`config.mk`:
```
export PLATFORM = sky130hd
export DESIGN_NAME = pms_supervisor
export DESIGN_NICKNAME = d
export VERILOG_FILES = /design/src/hw/pms_pkg.sv /design/src/hw/pms_supervisor.sv /design/src/hw/pms_supply_fail.sv
export SDC_FILE = /design/constraint.sdc
export NUM_CORES = 1
export LEC_CHECK = 0
export ABC_AREA = 1
export BUFFER_PORTS_ARGS = -buffer_cell sky130_fd_sc_hd__buf_4
export CAP_MARGIN = 10
export CORE_UTILIZATION = 45
export DETAILED_ROUTE_END_ITERATION = 8
export GPL_TIMING_DRIVEN = 0
export HOLD_SLACK_MARGIN = 0.12
export PLACE_DENSITY = 0.76
export SLEW_MARGIN = 40
export SYNTH_ARGS = -nofsm -noshare
export SYNTH_HDL_FRONTEND = slang
export SYNTH_SLANG_ARGS = --single-unit
```
`constraint.sdc`:
```
create_clock -name clk -period 4.9 [get_ports clk]
set_clock_uncertainty 0.2 [all_clocks]
set_input_delay 0.98 -clock clk [delete_from_list [all_inputs] [get_ports clk]]
set_output_delay 0.98 -clock clk [all_outputs]
set_load 0.05 [all_outputs]
```
`src/hw/pms_pkg.sv`:
```
// Purpose: Shared constants and types for the power mode and reset supervisor.
// Assumes: One 20 MHz clock; supply levels arrive as digital comparator codes.
// Notes: Every offset, field position, timing count and multi-bit reset value lives here.

package pms_pkg;

  // ==========================================================================
  // Timing
  localparam int CLK_PERIOD_NS = 50;
  // Least time a generated internal reset is held; rounded up to whole cycles.
  localparam int RESET_HOLD_NS = 200;
  localparam int RESET_HOLD_CYCLES = (RESET_HOLD_NS + CLK_PERIOD_NS - 1) / CLK_PERIOD_NS;
  localparam int HOLD_CNT_W = 3;

  // ==========================================================================
  // Reset reason flags
  localparam int RSN_W = 6;
  localparam int RSN_PIN = 0;
  localparam int RSN_WATCHDOG = 1;
  localparam int RSN_SOFT = 2;
  localparam int RSN_WAKE_OFF = 3;
  localparam int RSN_BROWNOUT = 4;
  localparam int RSN_POWER_ON = 5;
  localparam logic [RSN_W-1:0] RSN_RESET_VALUE = 6'h20;
  localparam logic [RSN_W-1:0] RSN_BROWNOUT_VALUE = 6'h10;

  // ==========================================================================
  // Supply-fail comparator configuration
  localparam int THR_W = 4;
  localparam logic [THR_W-1:0] THR_RESET_VALUE = 4'h0;

  // ==========================================================================
  // Reset pin selection
  localparam int PIN_SEL_W = 5;
  localparam int NUM_PINS = 32;
  localparam logic [PIN_SEL_W-1:0] PIN_SEL_RESET_VALUE = 5'h00;

  // ==========================================================================
  // RAM section power control
  localparam int RAM_SECTIONS = 3;
  localparam int RAM_SEL_W = 2;
  localparam int RAM_FIELD_W = 2;
  localparam int RAM_POWER_BIT = 0;
  localparam int RAM_RETENTION_BIT = 1;
  localparam logic [RAM_FIELD_W-1:0] RAM_RESET_VALUE = 2'h3;

  // ==========================================================================
  // Types
  typedef enum logic [2:0] {
    PMS_POR,
    PMS_ON,
    PMS_OFF,
    PMS_EMU_OFF,
    PMS_RESET
  } pms_state_t;

  typedef enum logic {
    PMS_SUB_LOW_POWER,
    PMS_SUB_FIXED
  } pms_sub_t;

  // Returns {accessible, retained} for one RAM section.
  function automatic logic [1:0] pms_ram_status(input logic sys_off, input logic [RAM_FIELD_W-1:0] field);
    logic pwr;
    logic ret;
    pwr = field[RAM_POWER_BIT];
    ret = field[RAM_RETENTION_BIT];
    if (sys_off) begin
      pms_ram_status = {1'b0, ret};
    end else begin
      pms_ram_status = {pwr, pwr | ret};
    end
  endfunction

endpackage

```
`src/hw/pms_supervisor.sv`:
```
// Purpose: Power mode, regulator, RAM power and reset-source supervisor.
// Assumes: Software accesses arrive as one-cycle write strobes with data.
// Notes: rst_n is the power-on reset; the internal resets leave retained state.
//
// How it works
// - LDO after reset; switcher only when enabled.
// - Off request powers down, terminates tasks.
// - Off wakes only on detect or reset.
// - Wakeup goes through reset, recorded as wakeup.
// - Debug mode only emulates off, resources kept.
// - Debug-mode wakeup leaves debug port unreset.
// - Reset reason flags accumulate until cleared; brownout overwrites.
// - Sub mode applies only when all idle.
// - Fixed-latency task selects fixed-latency sub mode.
// - Low-power task selects low-power sub mode.
// - Every System ON entry starts low-power.
// - Enabled comparator warns when supply below threshold.
// - Warning also fires at enable when below.
// - Below threshold blocks flash writes.
// - Comparator inactive in off or clock stopped.
// - Off: retained per retention field, never accessible.
// - On: power on accessible; off retained if retention.
// - RAM power registers survive off and internal resets.
// - Hold reset until supply and regulators ready.
// - Selected reset pin generates pin reset.
// - Core request or access-port write: soft reset.
// - Watchdog timeout generates watchdog reset.
// - Brownout holds system in reset.

`timescale 1ns/1ps

module pms_supervisor (
  // Clock and reset
  input wire logic clk,
  input wire logic rst_n,
  input wire logic clk_en,
  // Regulator control
  input wire logic switcher_enable_wr,
  input wire logic switcher_enable_wdata,
  output logic switcher_enable_reg,
  // System off and sub power mode control
  input wire logic deep_off_request_wr,
  input wire logic deep_off_request_wdata,
  input wire logic fixed_latency_task,
  input wire logic low_power_task,
  // Supply-fail comparator configuration
  input wire logic supply_fail_config_wr,
  input wire logic supply_fail_config_enable,
  input wire logic [pms_pkg::THR_W-1:0] supply_fail_config_threshold,
  output logic supply_fail_config_enable_reg,
  output logic [pms_pkg::THR_W-1:0] supply_fail_threshold,
  // Reset reason, write one to clear
  input wire logic reset_reason_clear_wr,
  input wire logic [pms_pkg::RSN_W-1:0] reset_reason_clear_mask,
  output logic [pms_pkg::RSN_W-1:0] reset_reason_reg,
  // Reset pin selection
  input wire logic reset_pin_select_wr,
  input wire logic [pms_pkg::PIN_SEL_W-1:0] reset_pin_select_wdata,
  input wire logic reset_pin_select_connect,
  output logic [pms_pkg::PIN_SEL_W-1:0] reset_pin_select_reg,
  output logic reset_pin_connected,
  // RAM section power registers
  input wire logic ram_power_wr,
  input wire logic [pms_pkg::RAM_SEL_W-1:0] ram_power_sel,
  input wire logic [pms_pkg::RAM_FIELD_W-1:0] ram_power_wdata,
  output logic [pms_pkg::RAM_SECTIONS*pms_pkg::RAM_FIELD_W-1:0] ram_power_reg,
  // System status inputs
  input wire logic debug_mode,
  input wire logic pin_detect,
  input wire logic cpu_idle,
  input wire logic periph_idle,
  input wire logic fast_clock_running,
  input wire logic [pms_pkg::THR_W-1:0] supply_level,
  input wire logic supply_valid,
  input wire logic regulators_started,
  input wire logic brownout_below,
  // Reset sources
  input wire logic [pms_pkg::NUM_PINS-1:0] gpio_in,
  input wire logic core_reset_request_bit,
  input wire logic control_access_port_reset_wr,
  input wire logic watchdog_timeout,
  // Power and reset outputs
  output logic regulator_switcher_sel,
  output logic system_reset,
  output logic debug_access_port_reset,
  output logic core_power_down,
  output logic tasks_terminate,
  output logic emulated_off,
  output logic fixed_latency_active,
  output logic low_power_active,
  output logic supply_fail_warning_event,
  output logic flash_write_block,
  output logic [pms_pkg::RAM_SECTIONS-1:0] ram_accessible,
  output logic [pms_pkg::RAM_SECTIONS-1:0] ram_retained
);

  // ==========================================================================
  // Sequencer state
  pms_pkg::pms_state_t state;
  pms_pkg::pms_state_t next_state;
  pms_pkg::pms_sub_t sub_mode;
  pms_pkg::pms_sub_t next_sub_mode;
  logic [pms_pkg::HOLD_CNT_W-1:0] hold_cnt;
  logic [pms_pkg::HOLD_CNT_W-1:0] next_hold_cnt;
  logic keep_debug;
  logic next_keep_debug;
  logic [pms_pkg::RSN_W-1:0] next_reset_reason_reg;

  logic pin_asserted;
  logic soft_req;
  logic off_req;
  logic [pms_pkg::RSN_W-1:0] rsn_set;
  logic any_reset_src;

  always_comb begin
    // Reset pin is active low and only counts once connected.
    pin_asserted = reset_pin_connected && !gpio_in[reset_pin_select_reg];
    soft_req = core_reset_request_bit || control_access_port_reset_wr;
    off_req = deep_off_request_wr && deep_off_request_wdata;
    rsn_set = '0;
    next_state = state;
    next_sub_mode = sub_mode;
    next_hold_cnt = hold_cnt;
    next_keep_debug = keep_debug;
    case (state)
      pms_pkg::PMS_POR: begin
        if (supply_valid && regulators_started && !brownout_below) begin
          next_state = pms_pkg::PMS_ON;
          next_sub_mode = pms_pkg::PMS_SUB_LOW_POWER;
        end
      end
      pms_pkg::PMS_ON, pms_pkg::PMS_EMU_OFF: begin
        rsn_set[pms_pkg::RSN_PIN] = pin_asserted;
        rsn_set[pms_pkg::RSN_WATCHDOG] = watchdog_timeout;
        rsn_set[pms_pkg::RSN_SOFT] = soft_req;
        if (state == pms_pkg::PMS_EMU_OFF && pin_detect) begin
          rsn_set[pms_pkg::RSN_WAKE_OFF] = 1'b1;
          next_keep_debug = 1'b1;
        end
        if (fixed_latency_task) begin
          next_sub_mode = pms_pkg::PMS_SUB_FIXED;
        end else if (low_power_task) begin
          next_sub_mode = pms_pkg::PMS_SUB_LOW_POWER;
        end
        if (rsn_set != '0) begin
          next_state = pms_pkg::PMS_RESET;
          next_hold_cnt = pms_pkg::HOLD_CNT_W'(pms_pkg::RESET_HOLD_CYCLES - 1);
        end else if (state == pms_pkg::PMS_ON && off_req) begin
          // Debug sessions lose nothing: the off state is only emulated.
          next_state = debug_mode ? pms_pkg::PMS_EMU_OFF : pms_pkg::PMS_OFF;
        end
      end
      pms_pkg::PMS_OFF: begin
        // The watchdog is stopped here, so only the pin and detect wake it.
        rsn_set[pms_pkg::RSN_PIN] = pin_asserted;
        rsn_set[pms_pkg::RSN_WAKE_OFF] = pin_detect && !pin_asserted;
        if (rsn_set != '0) begin
          next_state = pms_pkg::PMS_RESET;
          next_hold_cnt = pms_pkg::HOLD_CNT_W'(pms_pkg::RESET_HOLD_CYCLES - 1);
          next_keep_debug = debug_mode;
        end
      end
      pms_pkg::PMS_RESET: begin
        // A pin still held low stretches the reset.
        if (pin_asserted) begin
          next_hold_cnt = pms_pkg::HOLD_CNT_W'(pms_pkg::RESET_HOLD_CYCLES - 1);
        end else if (hold_cnt != '0) begin
          next_hold_cnt = hold_cnt - 1'b1;
        end else begin
          next_state = pms_pkg::PMS_ON;
          next_sub_mode = pms_pkg::PMS_SUB_LOW_POWER;
          next_keep_debug = 1'b0;
        end
      end
      default: begin
        next_state = pms_pkg::PMS_POR;
      end
    endcase
    // Set wins over a clear in the same cycle.
    next_reset_reason_reg = reset_reason_reg;
    if (reset_reason_clear_wr) begin
      next_reset_reason_reg = next_reset_reason_reg & ~reset_reason_clear_mask;
    end
    next_reset_reason_reg = next_reset_reason_reg | rsn_set;
    if (brownout_below) begin
      next_state = pms_pkg::PMS_POR;
      next_keep_debug = 1'b0;
      next_reset_reason_reg = pms_pkg::RSN_BROWNOUT_VALUE;
    end
  end

  always_ff @(posedge clk or negedge rst_n) begin
    if (!rst_n) begin
      state <= pms_pkg::PMS_POR;
      sub_mode <= pms_pkg::PMS_SUB_LOW_POWER;
      hold_cnt <= '0;
      keep_debug <= 1'b0;
      reset_reason_reg <= pms_pkg::RSN_RESET_VALUE;
    end else if (clk_en) begin
      state <= next_state;
      sub_mode <= next_sub_mode;
      hold_cnt <= next_hold_cnt;
      keep_debug <= next_keep_debug;
      reset_reason_reg <= next_reset_reason_reg;
    end
  end

  // ==========================================================================
  // Configuration registers
  logic next_switcher_enable_reg;
  logic next_cfg_enable;
  logic [pms_pkg::THR_W-1:0] next_threshold;
  logic [pms_pkg::PIN_SEL_W-1:0] next_pin_sel;
  logic next_pin_connected;
  logic [pms_pkg::RAM_SECTIONS*pms_pkg::RAM_FIELD_W-1:0] next_ram_power_reg;

  always_comb begin
    next_switcher_enable_reg = switcher_enable_reg;
    next_cfg_enable = supply_fail_config_enable_reg;
    next_threshold = supply_fail_threshold;
    next_pin_sel = reset_pin_select_reg;
    next_pin_connected = reset_pin_connected;
    next_ram_power_reg = ram_power_reg;
    if (system_reset) begin
      // Ordinary registers return to defaults; pin select and RAM power are kept.
      next_switcher_enable_reg = 1'b0;
      next_cfg_enable = 1'b0;
      next_threshold = pms_pkg::THR_RESET_VALUE;
    end else begin
      if (switcher_enable_wr) begin
        next_switcher_enable_reg = switcher_enable_wdata;
      end
      if (supply_fail_config_wr) begin
        next_cfg_enable = supply_fail_config_enable;
        next_threshold = supply_fail_config_threshold;
      end
      if (reset_pin_select_wr) begin
        next_pin_sel = reset_pin_select_wdata;
        next_pin_connected = reset_pin_select_connect;
      end
      // Writes to an unused section index are ignored.
      if (ram_power_wr && (ram_power_sel < pms_pkg::RAM_SEL_W'(pms_pkg::RAM_SECTIONS))) begin
        next_ram_power_reg[ram_power_sel*pms_pkg::RAM_FIELD_W +: pms_pkg::RAM_FIELD_W] = ram_power_wdata;
      end
    end
  end

  // Pin select and RAM power reset only with power-on, so they survive off and internal resets.
  always_ff @(posedge clk or negedge rst_n) begin
    if (!rst_n) begin
      switcher_enable_reg <= 1'b0;
      supply_fail_config_enable_reg <= 1'b0;
      supply_fail_threshold <= pms_pkg::THR_RESET_VALUE;
      reset_pin_select_reg <= pms_pkg::PIN_SEL_RESET_VALUE;
      reset_pin_connected <= 1'b0;
      ram_power_reg <= {pms_pkg::RAM_SECTIONS{pms_pkg::RAM_RESET_VALUE}};
    end else if (clk_en) begin
      switcher_enable_reg <= next_switcher_enable_reg;
      supply_fail_config_enable_reg <= next_cfg_enable;
      supply_fail_threshold <= next_threshold;
      reset_pin_select_reg <= next_pin_sel;
      reset_pin_connected <= next_pin_connected;
      ram_power_reg <= next_ram_power_reg;
    end
  end

  // ==========================================================================
  // Derived outputs
  logic all_idle;
  logic [1:0] ram_st [pms_pkg::RAM_SECTIONS];

  always_comb begin
    all_idle = (state == pms_pkg::PMS_ON) && cpu_idle && periph_idle;
    regulator_switcher_sel = switcher_enable_reg;
    system_reset = (state == pms_pkg::PMS_POR) || (state == pms_pkg::PMS_RESET);
    debug_access_port_reset = (state == pms_pkg::PMS_POR) || ((state == pms_pkg::PMS_RESET) && !keep_debug);
    core_power_down = (state == pms_pkg::PMS_OFF);
    tasks_terminate = (state == pms_pkg::PMS_OFF);
    emulated_off = (state == pms_pkg::PMS_EMU_OFF);
    fixed_latency_active = all_idle && (sub_mode == pms_pkg::PMS_SUB_FIXED);
    low_power_active = all_idle && (sub_mode == pms_pkg::PMS_SUB_LOW_POWER);
    for (int i = 0; i < pms_pkg::RAM_SECTIONS; i++) begin
      ram_st[i] = pms_pkg::pms_ram_status(state == pms_pkg::PMS_OFF,
                                          ram_power_reg[i*pms_pkg::RAM_FIELD_W +: pms_pkg::RAM_FIELD_W]);
      ram_accessible[i] = ram_st[i][1];
      ram_retained[i] = ram_st[i][0];
    end
  end

  // ==========================================================================
  // Supply-fail comparator
  pms_supply_fail u_supply_fail (
    .clk(clk),
    .rst_n(rst_n),
    .clk_en(clk_en),
    .comp_active((state == pms_pkg::PMS_ON || state == pms_pkg::PMS_EMU_OFF) && fast_clock_running),
    .cfg_enable(supply_fail_config_enable_reg),
    .supply_level(supply_level),
    .threshold(supply_fail_threshold),
    .warning_event(supply_fail_warning_event),
    .flash_write_block(flash_write_block)
  );

endmodule

```
`src/hw/pms_supply_fail.sv`:
```
// Purpose: Supply-fail comparator with warning event and flash-write block.
// Assumes: Supply level and threshold are codes on the same scale.
// Notes: Lower code means lower voltage.

`timescale 1ns/1ps

module pms_supply_fail (
  // Clock and reset
  input wire logic clk,
  input wire logic rst_n,
  input wire logic clk_en,
  // Conditions
  input wire logic comp_active,
  input wire logic cfg_enable,
  input wire logic [pms_pkg::THR_W-1:0] supply_level,
  input wire logic [pms_pkg::THR_W-1:0] threshold,
  // Results
  output logic warning_event,
  output logic flash_write_block
);

  // ==========================================================================
  // Comparison
  logic below;
  logic prev_below;
  logic next_prev_below;
  logic next_warning_event;
  logic next_flash_write_block;

  // Raising the threshold above the supply, or enabling while already below,
  // both appear as a fresh rising edge of the gated condition.
  always_comb begin
    below = comp_active && cfg_enable && (supply_level < threshold);
    next_prev_below = below;
    next_warning_event = below && !prev_below;
    next_flash_write_block = below;
  end

  always_ff @(posedge clk or negedge rst_n) begin
    if (!rst_n) begin
      prev_below <= 1'b0;
      warning_event <= 1'b0;
      flash_write_block <= 1'b0;
    end else if (clk_en) begin
      prev_below <= next_prev_below;
      warning_event <= next_warning_event;
      flash_write_block <= next_flash_write_block;
    end
  end

endmodule

```
==> results of run 1 <==
-- worst max path at each step --
stage / startpoint / end / slack (ns) / depth (start not counted)
final: state[0] / ram_retained[1] / 1.77 / 8
after global routing: state[0] / ram_retained[1] / 1.58 / 8
after CTS: state[0] / ram_retained[1] / 1.74 / 8
after detailed placement: clk_en / ram_power_reg[0] / 2.00 / 9
after global placement: clk_en / ram_power_reg[0] / 2.03 / 9
after floorplan: state[0] / ram_retained[1] / 1.38 / 7
-- placed cells by master, fill, tap and decap left out, types with 3 or more instances in the layout --
cell,synthesis,routed
nor2_2,4,4
clkbuf_1,3,3
nor3_1,5,5
o21ai_1,3,3
o21ai_0,16,16
clkbuf_8,0,6
ha_1,10,10
inv_1,65,65
a21oi_1,8,8
nand2_1,99,99
nand3_1,44,44
nand4_1,3,3
dfstp_2,7,7
buf_4,2,121
dfrtp_1,27,27
nand2_2,5,5
nor2_1,30,30
-- power groups by stage --
| stage | Combinational, mW | Clock, mW | Sequential (mW) |
|---|---|---|---|
| 4_1_cts | 1.23 | 0.221 | 0.441 |
| 5_1_grt | 1.33 | 0.235 | 0.453 |
| 6_report | 1.22 | 0.216 | 0.442 |
| 2_1_floorplan | 0.683 | 0 | 0.643 |
| 3_3_place_gp | 1.20 | 0 | 0.442 |
| 3_5_place_dp | 1.22 | 0 | 0.444 |
-- worst max-delay path, stage by stage (launching register included) --
cell and delay (ns):
dfrtp_1 0.45, inv_1 0.14, nand2_1 0.06, nor2_1 0.25
inv_1 0.19, nand2_1 0.09, inv_1 0.05, or2_2 0.27
buf_4 0.19
-- cell type report --
type,count,area [um2],share of cell area
multi-input combinational,253,1310,0.365
timing repair buffer,119,893,0.248
sequential,34,860,0.239
inverter,67,259,0.0719
buffer,11,93.8,0.0261
tap,70,87.6,0.0243
clock buffer,6,82.6,0.0229
clock inverter,2,12.5,0.00347
-- per-layer routing --
layer,wire length [um],up-vias
li1,-,1401
met1,3110,1287
met2,3410,100
met3,501,2
met4,21,0
met5,0,-
-- per-stage QoR --
step | utilization | std cells | hold slack, ns | area (um2) | power [mW]
floorplan | - | 365 | 0.242 | 2530 | 1.33
global placement | 0.665 | 554 | 0.250 | 3510 | 1.64
detailed placement | 0.665 | 554 | 0.255 | 3510 | 1.66
CTS | 0.684 | 562 | 0.263 | 3600 | 1.89
global route | 0.684 | 562 | 0.288 | 3600 | 2.01
finish | 0.684 | 562 | 0.263 | 3600 | 1.88
-- cell families after synthesis --
| group | count (synthesis) |
|---|---|
| AND/OR/NAND/NOR | 197 |
| buffers and inverters | 78 |
| AO/OA/AOI/OAI | 44 |
| flip-flops | 34 |
| adder cells (fa/ha/maj) | 10 |
| XOR/XNOR | 1 |
| multiplexers | 1 |
==> flow_results.org, run 1 <==
** Outcome
- Status :: finished clean

** Worst hold path
- Number of stages on the worst hold path :: 2
- Hold Path Class :: register to register
- WHS Endpoint :: reset_reason_reg[5]
- Origin of the worst min-delay path :: reset_reason_reg[5]

** Layout
- In the final design database the tool counted 582 nets.
- After filler insertion, the fill cell instance count of the layout stands at 493.
- Compared with the post-synthesis result, the final layout area differs by 42.6%.
- Number of diodes :: 0
- In the final layout, the share of cells above drive strength 1 is 0.331.

** STA
- The number of hold violations in the final report was 0.
- Slew at the pin closest to its max-slew limit :: 0.617 ns
- The count of final max-slew check failures came to 0.
- Highest achievable clock rate :: 319 MHz
- Setup repair after global routing left no endpoint under its margin.
- Headroom to the max-slew limit came out at 0.587.
- Final-report setup violation count :: 0
- Final clock period utilization by the worst path :: 0.640
- Final critical delay including setup and external delays :: 3.13 ns
- Adding up every negative setup slack in the final design gives 0 ns.
- Setup slack closes at 1.77 ns.

** Placement
- The HPWL after detailed placement is 5620 um.
- In this run the tool buffered the top-level ports with 119 buffer cells.
- At the placement stage, the worst setup path has a slack of 2.00 ns.
- Final estimated routing congestion in global placement :: 0.887

** Clock network
- Clock tree from TritonCTS :: done
- Post-CTS setup buffers :: 0
- Largest buffer count on any clock path :: 2
- Clk Latency, worst-skew pair :: 0.28 ns
- Clock net sink count :: 34
- The H-tree was split into 2 levels.
- Worst-path clk slew :: 0.08 ns
- Root buffer cell :: clkbuf_8
- Buffers inserted during clock tree synthesis total 5.
- Number of gates resized after CTS :: 0
- After clock tree synthesis, the flow added hold-fix buffers numbering 0.

** Synthesis
- Top cell types by occurrence after synthesis :: 99 x nand2_1, 65 x inv_1, 44 x nand3_1, 30 x nor2_1, 27 x dfrtp_1
- Combinational family with the most area after synthesis :: simple AND/OR/NAND/NOR gates
- Post-synthesis cell type with the largest combined area :: dfrtp_1
- Syn. warnings :: 0
- Mux cell area share after synthesis :: 0.00446
- Of the total synthesized cell area, the portion taken by AND, OR, NAND and NOR gates is 0.355.
- Synth Instances :: 365
- Synthesis produced a netlist with a net count of 456.
- Of the total synthesized cell area, the portion taken by full adders, half adders and majority gates is 0.0495.
- Fraction of synthesized cell area in xor and xnor cells :: 0.00347
- Post-synthesis sequential element count :: 34
- Proportion of netlist area held by the largest area contributor :: 0.267
- Top cells by area in the synthesized netlist :: dfrtp_1 27%, nand2_1 15%, inv_1 9.7%, nand3_1 8.7%, dfstp_2 7.3%
- Count leader, synth :: nand2_1
- Post-Synthesis Cell Area :: 0.00253 mm2
- Number of synthesized flops with an enable pin :: 0
- Among all flip-flop cells after synthesis, the most frequent one is dfrtp_1.
- Sequential fraction of the synthesis area :: 0.340
- Avg Cell Area, Syn :: 6.92 um2
- The netlist uses 41 different library cells.
- Async set-or-reset flop fraction in the synthesized netlist :: 1.00
- The compound-cell area share of the yosys netlist is 0.108.

** Power
- IR analysis of the VDD net gives a maximum drop of 0.000437 V.
- The share of total power dissipated in the clock network is 0.115.
- Total power density per cell area :: 522 mW/mm2
- Power share of the combinational group :: 0.650
- Cell internal power was estimated by the tool at 0.904 mW.
- Net switching power figure :: 0.977 mW
- Static power due to leakage :: 1.99 nW
- Net switching fraction of the power :: 0.519
- Of the total power, registers draw 0.235.

** GRT
- Global routing met1 resource utilization :: 0.318
- The first global-routing pass estimated 12000 um of wire.
- For met2 alone, demand over resource in global routing was 0.436.
- After global routing, the most crowded layer is met2.
- Global routing met3 resource utilization :: 0.0536
- Gr ovfl total :: 0
- All-layer global routing usage :: 0.250
- Entering global routing, the biggest net connects 35 pins.
- The via count of the first global-routing pass is 2718.
- Antenna violations before repair :: 0

** Setup path
- Endpoint of the most critical register-to-register path :: ram_power_reg[0]
- R2R Path Start :: state[0]
- Counting cells, the worst reg-to-reg path comes to 8.
- Reg2reg setup slack :: 2.65 ns
- Critical path type :: register to output pin
- Largest fanout of any net on the critical path :: 5
- Startpoint types :: register
- The worst setup path is captured at an output pin.
- For the worst setup path, the data required time is 3.72 ns.
- STA puts the critical path data arrival time at 1.95 ns.

** Floorplan
- Die outline area :: 0.00592 mm2
- Core Footprint :: 0.00527 mm2
- From bottom edge to top edge, the die measures 76.9 um.
- Starting Density :: 0.479
- The die is 76.9 um wide.
- During I/O placement, the number of pins put on the boundary was 121.
- Std-Cell Rows :: 26

** Route
- After detailed routing, the number of vias per cell comes to 4.96.
- The detailed router finished its first iteration with 135 violations.
- First drt pass iteration count :: 4
- Vias post-DR :: 2790
- In the routed design, unresolved DRC markers number 0.
- Number of routed nets with antenna violations :: 0
- Routed wirelength normalized by instance count :: 12.5 um
- Total length of routed wires :: 7050 um

** Run
- Number of max-cap violations :: 0
No activity file was read; power rests on OpenSTA's default activity.
==> inputs of run 2 (changes only) <==
- ABC_AREA: 1 -> 0
- PLACE_DENSITY: 0.76 -> 0.78
- clock period: 4.9 -> 3 ns (I/O delays scaled with it)
==> run 2 against run 1 <==
Net effect:
- non-clock buffer count increased by 3
- count of clock-buffer cells in the layout did not move
- via count shrank 15%
- worst hold slack worse by 0.0021 ns
- combinational power increased by 28%
- sequential cell count unchanged
- synthesized cell count down 33%
- setup slack worse by 1.7 ns
- clock power rose by 64%
- largest cell class unchanged
- sequential share of layout area increased by 1.5 points
- die area shrank 9.7%
- critical path depth grew 1
==> flow_results.org, run 2 <==
** Layout
- Flip-flop and latch area :: 862 um2
- Number of diodes :: 0
- Layout cell share with drive strength beyond 1 :: 0.439
- Compared with the post-synthesis result, the final layout area differs by 49.3%.
- The library cell used most frequently in the layout, excluding fill and tap cells, is buf_4.
- The multi-input combinational cells in the finished layout cover a total of 0.00130 mm2.
- Most used cells in the layout excluding fill and tap cells :: 125 x buf_4, 25 x dfrtp_1, 23 x nand2_1
- In the final design database the tool counted 466 nets.
- FILL cells :: 408
- Post-layout instance area :: 0.00340 mm2

** Power
- VDD IR max :: 0.000399 V
- The analysis attributes to cell leakage a power of 1.67 nW.
- The share of total power dissipated in the clock network is 0.136.
- Net switching power figure :: 1.22 mW
- Power share of the combinational group :: 0.596
- Total power density per cell area :: 771 mW/mm2
- Total design power :: 2.62 mW
- Share of total power in sequential cells :: 0.268
- Net switching fraction of the power :: 0.467
- Internal power summed over all cells :: 1.40 mW

** Floorplan
- The die is 73.1 um wide.
- For this design the top-level I/O count stands at 121.
- Starting Density :: 0.476
- The die covers 0.00535 mm2.
- Std-Cell Rows :: 25
- The die is 73.1 um tall.
- Core Footprint :: 0.00479 mm2

** Clock network
- The later pin in the worst-skew pair is clocked with a latency of 0.29 ns.
- In this run the number of H-tree levels came out at 2.
- Clock net sink count :: 34
- Worst-path clk slew :: 0.08 ns
- Buffers inserted during clock tree synthesis total 5.
- No sink is reached through more buffers than the 2 on the longest clock path.
- Clock tree from TritonCTS :: done
- The tree is rooted in a clkbuf_8.

** STA
- The count of final max-slew check failures came to 0.
- At the pin with the least slew margin, the transition time is 0.751 ns.
- Endpoints failing hold :: 0
- Final critical delay including setup and external delays :: 2.98 ns
- Worst hold margin :: 0.261 ns
- Setup violations remaining at the end of the flow were counted as 0.
- Setup repair after global routing could not meet its margin everywhere.
- Of the available clock period, the critical path in the final layout requires 0.992.
- Max-slew headroom :: 0.486
- Timing would allow up to 336 MHz.

** Synthesis
- Yosys attributes the largest share of cell area to dfrtp_1 30%, dfstp_2 8.1%, ha_1 5.5%, o21ai_0 4.6%, mux2i_1 4.0%.
- Of the synthesized area, sequential elements account for 0.378.
- Of all flip-flops after synthesis, the portion carrying an async set or reset was 1.00.
- Post-Synthesis Cell Area :: 0.00228 mm2
- Syn. warnings :: 0
- Top cell types by occurrence after synthesis :: 27 x dfrtp_1, 24 x nand2_1, 21 x o21ai_0, 18 x inv_1
- Synth Instances :: 245
- dfrtp_1 takes more of the synthesized area than any other cell.
- Commonest register cell after synthesis :: dfrtp_1
- Count leader, synth :: dfrtp_1
- Number of distinct standard cells referenced by the synthesized netlist :: 50
- Of the post-synthesis cell area, the dominant cell type holds 0.297.
- In this run, synthesis produced a sequential element count of 34.
- Number of synthesized flops with an enable pin :: 0
- When the netlist entered floorplanning its net count stood at 336.
- Avg Cell Area, Syn :: 9.29 um2

** Setup path
- Data on the critical path is required at its endpoint by 2.97 ns.
- Crit path largest cell delay :: 0.49 ns
- Along the worst path, the maximum fanout reaches 5.
- Startpoint of the worst setup timing path :: reset_pin_select_reg[0]
- Critical path type :: register to register
- Critical path endpoint category :: register
- In this run the critical register-to-register path is launched from reset_pin_select_reg[0].
- Data on the critical path arrives at its endpoint at 2.94 ns.
- Critical Path Slowest Stage Cell :: mux4_2
- Startpoint types :: register
- Traced cell by cell, the critical path runs through buf_6 > mux4_2 > o211ai_1 > nor2_1 > a311oi_2 > nand3_1 > nor3b_4 > a2111oi_4 > mux2_1.

** Route
- After the first detailed-routing iteration, the DRC count stood at 144.
- Number of routed nets with antenna violations :: 0
- For this block, the via count after detailed routing is 2372.
- Routed wirelength normalized by instance count :: 14.0 um
- After detailed routing, the number of vias per cell comes to 5.35.
- Total length of routed wires :: 6180 um
- Number of remaining DRC errors :: 0
- First drt pass iteration count :: 4

** Run
- Across the run, the number of max-cap violations was 0.

** GRT
- First-pass GRT wire length :: 9720 um
- Vias in the first global route :: 2144
- In the global route stage, overall resource usage came out at 0.236.
- Antenna violations before repair :: 0
- Gr ovfl total :: 0
- Entering global routing, the biggest net connects 35 pins.

** Worst hold path
- Origin of the worst min-delay path :: reset_reason_reg[5]
- The path class of the tightest hold or removal check is register to register.

** Outcome
- Status :: finished clean

** Placement
- The placed instances occupy a cell area of 0.00326 mm2.
- At the end of routability-driven placement, the weighted congestion stood at 0.861.
- Placed wire-length estimate after detailed placement :: 4850 um
- Buffers placed on the I/O ports in this run total 120.
==> run 2: cell count changes in the layout (fill, tap and decap cells not counted), sizes merged, moves of 3 or more <==
cell     before  now
nor2         35   12
inv          67   18
mux2i         0    9
and2          0    6
o2bb2ai       0    3
a21oi         9   12
mux2          1   10
nor2b         0    6
a22o          1    6
and3          0    3
nand3        46   12
nand2b        0    4
nand2       105   24
mux4          0    3
==> run 2: worst max-delay path, delay by kind of cell, from the launching register on <==
kind | cells | cell delay, ns
muxes | 2 | 0.85
buffers and inverters | 1 | 0.12
and+or+nand+nor | 3 | 0.42
DFF | 1 | 0.37
AOI/OAI and AO/OA | 3 | 0.89
==> run 2: repair_timing <==
| item | 4_1_cts | 5_1_grt |
|---|---|---|
| setup buffers | 3 | 0 |
| endpoints found under the setup margin | 3 | 4 |
| gates resized for setup | 2 | 0 |
| pin swaps | 3 | 1 |
| endpoints found under the hold margin | 27 | 0 |
| hold buffers | 1 | 0 |
==> run 2: cells by family (layout without fill, tap and decap cells) <==
family                   count (synthesis)  in the layout  synth area share
AND/OR/NAND/NOR                         83             83             0.183
AO/OA/AOI/OAI                           68             68             0.212
flip-flops                              34             34             0.378
buffers and inverters                   28            159            0.0539
multiplexers                            22             22             0.119
adder cells (fa/ha/maj)                 10             10            0.0550
==> run 2: path summary, 6_finish.rpt <==
| kind | cells past startpoint | slack [ns] | endpoint |
|---|---|---|---|
| max reg2reg | 9 | 0.02 | state[1] |
| min reg2reg | 1 | 0.26 | reset_reason_reg[5] |
| max in group asynchronous | 2 | 1.67 | ram_power_reg[0] |
| max | 9 | 0.02 | state[1] |
| min in group asynchronous | 2 | 0.59 | reset_reason_reg[4] |
| min | 1 | 0.26 | reset_reason_reg[5] |
==> run 2: power groups by stage <==
stage               clock, mW  sequential (mW)  combinational, mW
floorplan                   0            0.985              0.789
global placement            0            0.701               1.50
detailed placement          0            0.708               1.51
CTS                     0.361            0.699               1.57
global route            0.381            0.721               1.67
finish                  0.355            0.701               1.56
==> run 2: metal layers <==
| layer | part of all wire | vias up | GRT usage |
|---|---|---|---|
| li1 | - | 1154 | - |
| met1 | 0.42 | 1134 | 0.306 |
| met2 | 0.51 | 76 | 0.405 |
| met3 | 0.064 | 8 | 0.0401 |
| met4 | 0.012 | 0 | 0.0654 |
| met5 | 0 | - | 0 |
==> run 2: layout make-up <==
class,instances,share of cell area
multi-input cells,183,0.383
repair buffers,124,0.275
flip-flops and latches,34,0.254
well taps,67,0.0247
clock buffers,6,0.0243
inverters,18,0.0199
plain buffers,9,0.0155
clock inverters,2,0.00368
==> run 2: per-stage QoR <==
step / util / instances / setup WS, ns / setup TNS [ns]
after floorplan: - / 245 / 0.0268 / 0
after global placement: 0.682 / 432 / -0.214 / -0.633
after detailed placement: 0.682 / 432 / -0.209 / -0.621
after CTS: 0.711 / 444 / 0.0252 / 0
after global routing: 0.710 / 443 / -0.0646 / -0.156
final: 0.710 / 443 / 0.0228 / 0
